<file path="config.mk">
export PLATFORM = sky130hd
export DESIGN_NAME = mcic_classifier
export DESIGN_NICKNAME = d
export VERILOG_FILES = /design/src/mcic_pkg.sv /design/src/mcic_classifier.sv
export VERILOG_INCLUDE_DIRS = /design/src
export SDC_FILE = /design/constraint.sdc
export NUM_CORES = 1
export LEC_CHECK = 0
export BUFFER_PORTS_ARGS = -buffer_cell sky130_fd_sc_hd__buf_2
export CAP_MARGIN = 15
export CORE_MARGIN = 10
export CORE_UTILIZATION = 37
export DETAILED_ROUTE_END_ITERATION = 10
export PLACE_DENSITY_LB_ADDON = 0.08
export SETUP_SLACK_MARGIN = 0.5
export SLEW_MARGIN = 25
export SYNTH_ARGS = -nofsm -noshare
export SYNTH_HDL_FRONTEND = slang
export SYNTH_SLANG_ARGS = --single-unit
</file>
<file path="constraint.sdc">
create_clock -name clk_i -period 11.93 [get_ports clk_i]
set_clock_uncertainty 0.1 [all_clocks]
set_input_delay 2.386 -clock clk_i [delete_from_list [all_inputs] [get_ports clk_i]]
set_output_delay 2.386 -clock clk_i [all_outputs]
set_load 0.1 [all_outputs]
</file>
<file path="src/mcic_consts.svh">
/*
 * Constants of the multicast ingress classifier: register offsets, field
 * positions, reset values and TLP format/type codes.
 * Assumes a 32-bit classic Wishbone slave port and one 25 MHz clock.
 */
`ifndef MCIC_CONSTS_SVH
`define MCIC_CONSTS_SVH
`define MCIC_ADR_CAP 6'h00
`define MCIC_ADR_CTL 6'h04
`define MCIC_ADR_BASE_LO 6'h08
`define MCIC_ADR_BASE_HI 6'h0c
`define MCIC_ADR_BLKALL_LO 6'h10
`define MCIC_ADR_BLKALL_HI 6'h14
`define MCIC_ADR_BLKUT_LO 6'h18
`define MCIC_ADR_BLKUT_HI 6'h1c
`define MCIC_ADR_STATUS 6'h20
`define MCIC_MAXGRP_RST 6'h1f
`define MCIC_IDX_LSB 0
`define MCIC_IDX_MSB 5
`define MCIC_CTL_EN_BIT 15
`define MCIC_ST_PRI_BIT 0
`define MCIC_ST_SEC_BIT 1
`define MCIC_FMT_DATA 2'h2
`define MCIC_FMT_MSG_TYPE 2'h2
`define MCIC_MSG_ADDR_ROUTE 3'h0
`define MCIC_TYPE_MWR 5'h00
`define MCIC_AT_UNTRANS 2'h0
`endif

</file>
<file path="src/mcic_pkg.sv">
/*
 * Types of the multicast ingress classifier.
 * Assumes mcic_consts.svh supplies the numeric constants.
 */
package mcic_pkg;
    typedef enum logic [1:0] {
        MCIC_IDLE,
        MCIC_ACK
    } mcic_bus_state_t;
endpackage

</file>
<file path="src/mcic_classifier.sv">
/*
 * Ingress multicast classifier: one TLP header per valid cycle with a free or draining output, decides
 * multicast, group and blocking, and holds the multicast registers.
 * Assumes a classic Wishbone master and an ingress stage that presents
 * already-decoded header fields on a valid/take handshake.
 */
`include "mcic_consts.svh"

module mcic_classifier #(
    parameter int MAX_GROUPS = 64,
    parameter int HDR_W = 128
) (
    // Clock and reset
    input wire logic clk_i,
    input wire logic rst_i,
    // Wishbone slave
    input wire logic cyc_i,
    input wire logic stb_i,
    input wire logic we_i,
    input wire logic [5:0] adr_i,
    input wire logic [3:0] sel_i,
    input wire logic [31:0] dat_i,
    output logic [31:0] dat_o,
    output logic ack_o,
    // Port strap: upstream port when high
    input wire logic upstream_i,
    // Ingress TLP
    input wire logic tlp_valid_i,
    input wire logic [2:0] tlp_fmt_i,
    input wire logic [4:0] tlp_type_i,
    input wire logic [1:0] tlp_at_i,
    input wire logic [63:0] tlp_addr_i,
    input wire logic [HDR_W-1:0] tlp_hdr_i,
    input wire logic tlp_err_i,
    input wire logic acs_src_fail_i,
    output logic tlp_ready_o,
    // Forwarding stage
    input wire logic fwd_ready_i,
    output logic fwd_valid_o,
    output logic fwd_mcast_o,
    output logic [5:0] fwd_group_o,
    output logic fwd_blocked_o,
    output logic fwd_unicast_o,
    output logic fwd_acs_viol_o,
    output logic [HDR_W-1:0] fwd_hdr_o,
    // Error reporting
    output logic credit_return_o,
    output logic mc_blocked_err_o,
    output logic [HDR_W-1:0] err_hdr_log_o
);

    if (MAX_GROUPS != 64 || HDR_W < 96) begin : g_param_check
        $error("mcic_classifier: unsupported parameters");
    end

    // ****************************************************************
    // Registers
    // ****************************************************************
    logic [5:0] max_group_count;
    logic [5:0] enabled_group_count;
    logic mcast_enable;
    logic [5:0] region_index_position;
    logic [63:0] mcast_base;
    logic [63:0] group_block_all;
    logic [63:0] group_block_untranslated;
    logic signaled_target_abort_pri;
    logic signaled_target_abort_sec;
    mcic_pkg::mcic_bus_state_t bus_state;

    logic [5:0] next_max_group_count;
    logic [5:0] next_enabled_group_count;
    logic next_mcast_enable;
    logic [5:0] next_region_index_position;
    logic [63:0] next_mcast_base;
    logic [63:0] next_group_block_all;
    logic [63:0] next_group_block_untranslated;
    logic next_sta_pri;
    logic next_sta_sec;
    mcic_pkg::mcic_bus_state_t next_bus_state;
    logic [31:0] next_dat;
    logic next_ack;
    logic [31:0] rd_word;
    logic [31:0] wmask;
    logic wr_fire;
    logic blk_event;
    logic [2:0] upstream_sync;
    logic upstream_port;
    logic next_upstream_port;

    // The port strap comes from a pin: it passes three flops, and a
    // change is taken only once the last two agree.
    always_comb begin
        next_upstream_port = upstream_port;
        if (upstream_sync[1] == upstream_sync[2]) begin
            next_upstream_port = upstream_sync[2];
        end
    end

    always_ff @(posedge clk_i) begin
        if (rst_i) begin
            upstream_sync <= 3'h0;
            upstream_port <= 1'b0;
        end else begin
            upstream_sync <= {upstream_sync[1:0], upstream_i};
            upstream_port <= next_upstream_port;
        end
    end

    // Merges written bytes into an old word.
    function automatic logic [31:0] mcic_merge(input logic [31:0] old,
                                               input logic [31:0] nw,
                                               input logic [31:0] m);
        mcic_merge = (old & ~m) | (nw & m);
    endfunction

    always_comb begin
        wmask = {{8{sel_i[3]}}, {8{sel_i[2]}}, {8{sel_i[1]}}, {8{sel_i[0]}}};
        case (adr_i)
            `MCIC_ADR_CAP: rd_word = {26'h0, max_group_count};
            `MCIC_ADR_CTL: rd_word = {16'h0, mcast_enable, 9'h0,
                                      enabled_group_count};
            `MCIC_ADR_BASE_LO: rd_word = {mcast_base[31:12], 6'h0,
                                          region_index_position};
            `MCIC_ADR_BASE_HI: rd_word = mcast_base[63:32];
            `MCIC_ADR_BLKALL_LO: rd_word = group_block_all[31:0];
            `MCIC_ADR_BLKALL_HI: rd_word = group_block_all[63:32];
            `MCIC_ADR_BLKUT_LO: rd_word = group_block_untranslated[31:0];
            `MCIC_ADR_BLKUT_HI: rd_word = group_block_untranslated[63:32];
            `MCIC_ADR_STATUS: rd_word = {30'h0, signaled_target_abort_sec,
                                         signaled_target_abort_pri};
            default: rd_word = 32'h0;
        endcase
    end

    // Bus answers one cycle after the strobe, drops ack the next cycle.
    always_comb begin
        next_bus_state = bus_state;
        next_ack = 1'b0;
        next_dat = dat_o;
        wr_fire = 1'b0;
        case (bus_state)
            mcic_pkg::MCIC_IDLE: begin
                if (cyc_i && stb_i) begin
                    next_bus_state = mcic_pkg::MCIC_ACK;
                    next_ack = 1'b1;
                    next_dat = rd_word;
                end
            end
            mcic_pkg::MCIC_ACK: begin
                // The write lands on the edge where the master sees ack.
                wr_fire = cyc_i && stb_i && we_i;
                next_bus_state = mcic_pkg::MCIC_IDLE;
            end
            default: next_bus_state = mcic_pkg::MCIC_IDLE;
        endcase
    end

    always_comb begin
        logic [31:0] w;
        w = 32'h0;
        next_max_group_count = max_group_count;
        next_enabled_group_count = enabled_group_count;
        next_mcast_enable = mcast_enable;
        next_region_index_position = region_index_position;
        next_mcast_base = mcast_base;
        next_group_block_all = group_block_all;
        next_group_block_untranslated = group_block_untranslated;
        next_sta_pri = signaled_target_abort_pri;
        next_sta_sec = signaled_target_abort_sec;
        if (wr_fire) begin
            case (adr_i)
                `MCIC_ADR_CAP: begin
                    w = mcic_merge({26'h0, max_group_count}, dat_i, wmask);
                    next_max_group_count = w[5:0];
                end
                `MCIC_ADR_CTL: begin
                    w = mcic_merge({16'h0, mcast_enable, 9'h0,
                                    enabled_group_count}, dat_i, wmask);
                    next_enabled_group_count = w[5:0];
                    next_mcast_enable = w[`MCIC_CTL_EN_BIT];
                end
                `MCIC_ADR_BASE_LO: begin
                    w = mcic_merge({mcast_base[31:12], 6'h0,
                                    region_index_position}, dat_i, wmask);
                    next_region_index_position =
                        w[`MCIC_IDX_MSB:`MCIC_IDX_LSB];
                    next_mcast_base[31:12] = w[31:12];
                end
                `MCIC_ADR_BASE_HI:
                    next_mcast_base[63:32] =
                        mcic_merge(mcast_base[63:32], dat_i, wmask);
                `MCIC_ADR_BLKALL_LO:
                    next_group_block_all[31:0] =
                        mcic_merge(group_block_all[31:0], dat_i, wmask);
                `MCIC_ADR_BLKALL_HI:
                    next_group_block_all[63:32] =
                        mcic_merge(group_block_all[63:32], dat_i, wmask);
                `MCIC_ADR_BLKUT_LO:
                    next_group_block_untranslated[31:0] = mcic_merge(
                        group_block_untranslated[31:0], dat_i, wmask);
                `MCIC_ADR_BLKUT_HI:
                    next_group_block_untranslated[63:32] = mcic_merge(
                        group_block_untranslated[63:32], dat_i, wmask);
                `MCIC_ADR_STATUS: begin
                    // Write one to clear.
                    if (sel_i[0] && dat_i[`MCIC_ST_PRI_BIT]) begin
                        next_sta_pri = 1'b0;
                    end
                    if (sel_i[0] && dat_i[`MCIC_ST_SEC_BIT]) begin
                        next_sta_sec = 1'b0;
                    end
                end
                default: begin
                end
            endcase
        end
        // A block event wins over a clear in the same cycle.
        if (blk_event && upstream_port) begin
            next_sta_pri = 1'b1;
        end
        if (blk_event && !upstream_port) begin
            next_sta_sec = 1'b1;
        end
    end

    always_ff @(posedge clk_i) begin
        if (rst_i) begin
            max_group_count <= `MCIC_MAXGRP_RST;
            enabled_group_count <= 6'h0;
            mcast_enable <= 1'b0;
            region_index_position <= 6'h0;
            mcast_base <= 64'h0;
            group_block_all <= 64'h0;
            group_block_untranslated <= 64'h0;
            signaled_target_abort_pri <= 1'b0;
            signaled_target_abort_sec <= 1'b0;
            bus_state <= mcic_pkg::MCIC_IDLE;
            ack_o <= 1'b0;
            dat_o <= 32'h0;
        end else begin
            max_group_count <= next_max_group_count;
            enabled_group_count <= next_enabled_group_count;
            mcast_enable <= next_mcast_enable;
            region_index_position <= next_region_index_position;
            mcast_base <= next_mcast_base;
            group_block_all <= next_group_block_all;
            group_block_untranslated <= next_group_block_untranslated;
            signaled_target_abort_pri <= next_sta_pri;
            signaled_target_abort_sec <= next_sta_sec;
            bus_state <= next_bus_state;
            ack_o <= next_ack;
            dat_o <= next_dat;
        end
    end

    // ****************************************************************
    // Classification
    // ****************************************************************
    logic eligible;
    logic [6:0] grp_bits;
    logic [63:0] zero_mask;
    logic [63:0] shifted;
    logic [63:0] gid_mask;
    logic [5:0] gid;
    logic addr_hit;
    logic is_mcast;
    logic blocked;
    logic take;
    logic out_free;
    logic next_fwd_valid;

    // Bits needed to hold count field: ceil(log2(count + 1)).
    function automatic logic [6:0] mcic_clog(input logic [5:0] cnt);
        logic [6:0] r;
        r = 7'h0;
        for (int i = 0; i < 7; i++) begin
            if ((7'(cnt) + 7'h1) > (7'h1 << i)) begin
                r = 7'(i + 1);
            end
        end
        mcic_clog = r;
    endfunction

    always_comb begin
        eligible = tlp_fmt_i[1:0] == `MCIC_FMT_DATA
                && (tlp_type_i == `MCIC_TYPE_MWR
                    || (tlp_type_i[4:3] == `MCIC_FMT_MSG_TYPE
                        && tlp_type_i[2:0] == `MCIC_MSG_ADDR_ROUTE));
        grp_bits = mcic_clog(enabled_group_count);
        gid_mask = (64'h1 << grp_bits) - 64'h1;
        // Region size 2^index, low bits and group bits are zeroed.
        zero_mask = ~(((gid_mask + 64'h1) << region_index_position)
                      - 64'h1);
        addr_hit = (tlp_addr_i & zero_mask) == mcast_base;
        shifted = (tlp_addr_i >> region_index_position) & gid_mask;
        gid = shifted[5:0];
        // Groups beyond the enabled count are not multicast.
        is_mcast = mcast_enable && eligible && addr_hit && !tlp_err_i
                && (gid <= enabled_group_count);
        blocked = is_mcast && (group_block_all[gid]
                || (group_block_untranslated[gid]
                    && tlp_at_i == `MCIC_AT_UNTRANS));
    end

    // In-order single stage keeps posted ordering intact.
    assign out_free = !fwd_valid_o || fwd_ready_i;
    assign take = tlp_valid_i && out_free;
    assign blk_event = take && blocked;

    always_comb begin
        next_fwd_valid = take ? 1'b1 : (fwd_valid_o && !fwd_ready_i);
    end

    always_ff @(posedge clk_i) begin
        if (rst_i) begin
            fwd_valid_o <= 1'b0;
            fwd_mcast_o <= 1'b0;
            fwd_group_o <= 6'h0;
            fwd_blocked_o <= 1'b0;
            fwd_unicast_o <= 1'b0;
            fwd_acs_viol_o <= 1'b0;
            fwd_hdr_o <= '0;
            credit_return_o <= 1'b0;
            mc_blocked_err_o <= 1'b0;
            err_hdr_log_o <= '0;
            tlp_ready_o <= 1'b0;
        end else begin
            fwd_valid_o <= next_fwd_valid;
            tlp_ready_o <= 1'b1;
            credit_return_o <= blk_event;
            mc_blocked_err_o <= blk_event;
            if (blk_event) begin
                err_hdr_log_o <= tlp_hdr_i;
            end
            if (take) begin
                fwd_mcast_o <= is_mcast;
                fwd_group_o <= is_mcast ? gid : 6'h0;
                fwd_blocked_o <= blocked;
                fwd_unicast_o <= !is_mcast;
                // Only source validation is flagged for multicast.
                fwd_acs_viol_o <= is_mcast && acs_src_fail_i;
                fwd_hdr_o <= tlp_hdr_i;
            end
        end
    end
endmodule // mcic_classifier

</file>
==> reports/metrics.csv <==
stage,metric,value,unit
routing,drt-initial-drc-count,4522,
global_route,grt_max_degree,192,
timing,setup_violations,0,
die,rows,107,
cts,ctsHoldBuffers,0,
placement,routabilityCongestion,1.044,
synthesis,netlist-cell-type-count,110,
setup_path,worstSetupPathType,reg2reg,
cts,clk_path_buf_depth,3,
routing,via_per_inst,6.161,
pwr,peakVddDrop,0.1304,mV
placement,portBuffers,554,
die,die_y,312.0,µm
timing,finalSetupTns,0,ns
setup_path,slowest_delay,0.76,ns
run,maxCapViolations,0,
final_layout,nNetsFinal,4823,
die,start_util,37.17,%
routing,drt_pass1_iterations,5,
synthesis,synth-seq-cells,508,
pwr,power_leakage,13.89,nW
timing,worst_slack,1.192,ns
global_route,grt_util_all_layers,31.81,%
cts,cts_tree,done,
pwr,power_density,112.4,nW/µm²
synthesis,yosys_warnings,0,
synthesis,syn_avg_cell_area,7.482,µm²
final_layout,area_growth,17.82,%
global_route,antenna_found_initial,20,
run_status,outcome,"finished, final reports clean",
cts,cts-root-buf,clkbuf_16,
synthesis,synth.top_cell.area_share,32.23,%
setup_path,ff2ff_setup_slack,1.19,ns
setup_path,start_kind,flip-flop,
die,die_w,312.0,µm
final_layout,fillCellCount,8977,
synthesis,ys.flop_type,dfxtp_1,
cts,clk_pin_slew,0.06,ns
timing,finalHoldViolCount,0,
synthesis,synth_top_cell_by_area,dfxtp_1,
die,io_pins,557,
cts,htree_levels,2,
global_route,grt_pass1_vias,32980,
timing,worst_pin_slew,1.150,ns
setup_path,cp-end-kind,flip-flop,
synthesis,synth_cells,4217,
setup_path,critPathRequiredTime,12.34,ns
synthesis,yosysMostFrequentCell,nand2_1,
setup_path,cp_max_fo,22,
routing,wl,164900,µm
cts,cts_setup_buffers,0,
synthesis,ys_async_sr_fraction,0,%
timing,period_minus_slack,10.74,ns
die,dieArea,97350,µm²
synthesis,seq_area_frac_synth,32.23,%
timing,post-route-period-util,90.01,%
placement,hpwl,123600,µm
final_layout,drive_above_1_share,20.12,%
setup_path,slowest_stage,nor4_1,
timing,holdWs,0.3378,ns
routing,vias,35500,
cts,cts.sinks,508,
cts,numCtsBuffers,59,
routing,drcViolationCount,0,
cts,ctsResizeCount,0,
routing,wl_per_cell,28.62,µm
cts,worst_skew_pair.late_latency,0.66,ns
synthesis,synthTopCellsByCount,"nand2_1, a21oi_1, dfxtp_1, clkbuf_1, nor2_1",
global_route,grt.overflow.total,0,
global_route,grt_pass1_wl,236800,µm
timing,slew_headroom,23.05,%
worst_hold_path,min_path_type,reg2reg,
synthesis,synth_area,31550,µm²
routing,drtAntennaViolNets,0,
timing,rsz0062_at_grt,false,
synthesis,synthTopCellsByArea,"dfxtp_1, a21oi_1, nand2_1",
synthesis,synth-edff-count,0,
timing,slew_viol_final,0,
timing,max_freq,93.13,MHz
setup_path,arrival,11.14,ns
placement,place_ws,1.520,ns
die,coreArea,84880,µm²
synthesis,syn-num-nets,4485,
[per-layer routing]
layer	GRT usage, %	routed length (µm)	vias up
met5	0	90	-
met4	14.01	7849	16
met3	7.188	14070	350
met2	49.13	73480	1723
met1	42.04	69400	17190
li1	-	-	16220
[worst max-delay path, delay by kind of cell, from the launching register on]
kind                       cells  cell delay, ns
and+or+nand+nor               16            5.24
AOI/OAI and AO/OA              5            2.01
buffers and inverters          5            1.43
adders and majority gates      2            1.05
DFF                            1            0.71
[final cells by class]
class | count | area, µm² | share of cell area [%]
multi-input combinational | 3279 | 19650 | 52.87
clock buffer | 87 | 1742 | 4.685
timing repair buffer | 640 | 3591 | 9.660
inverter | 67 | 251.5 | 0.6766
sequential | 508 | 10180 | 27.39
tap | 1144 | 1431 | 3.851
clock inverter | 21 | 285.3 | 0.7674
antenna | 15 | 37.54 | 0.1010
[where the power goes]
| group | internal (mW) | leakage (nW) | total, mW | switching, mW |
|---|---|---|---|---|
| clock | 1.10 | 0.998 | 1.88 | 0.777 |
| combinational | 0.111 | 8.77 | 0.554 | 0.443 |
| sequential | 1.73 | 4.12 | 1.74 | 0.0172 |
| total | 2.94 | 13.9 | 4.18 | 1.24 |
[layout by cell type (no fill, tap or decap), types with 39 or more instances in the layout]
cell and instances:
nor2b_1 47, a211oi_1 62, nor3_1 62, buf_4 73, a21oi_1 599, nand2_1 750, buf_2 553, inv_1 60
dfxtp_1 503, nor2_1 220, o21ai_0 168, o21ai_1 59, o211ai_1 39, mux2i_1 161, a22oi_1 41, nand3_1 212
mux2_2 63, nand4_1 161, clkbuf_16 59
[stage by stage]
stage	cells	util (%)	area, µm²	total power [mW]
6_report	5761	43.79	37170	4.178
5_1_grt	5755	43.78	37160	4.294
4_1_cts	5746	43.74	37130	4.202
3_5_place_dp	5638	41.35	35100	2.330
3_3_place_gp	5638	41.35	35100	2.331
2_1_floorplan	4217	-	31550	2.146
[path summary, 6_finish.rpt]
check	cells past startpoint	to	start
hold / removal	1	upstream_sync[1]$_SDFF_PP0_	upstream_sync[0]$_SDFF_PP0_
setup / recovery	28	fwd_group_o[5]$_SDFFE_PP0P_	flip-flop
hold reg to reg	1	upstream_sync[1]$_SDFF_PP0_	upstream_sync[0]$_SDFF_PP0_
setup reg to reg	28	fwd_group_o[5]$_SDFFE_PP0P_	flip-flop
[cells by family (layout without fill, tap and decap cells)]
family | after synthesis | count (layout) | synth area share (%)
flip-flops | 508 | 508 | 32.23
buffers and inverters | 430 | 815 | 5.754
AND/OR/NAND/NOR | 1674 | 1674 | 25.20
adder cells (fa/ha/maj) | 14 | 14 | 0.5552
multiplexers | 259 | 259 | 9.819
XOR/XNOR | 24 | 24 | 0.7257
other | 0 | 15 | 0
AO/OA/AOI/OAI | 1308 | 1308 | 25.71
No activity file was read; power rests on OpenSTA's default activity.
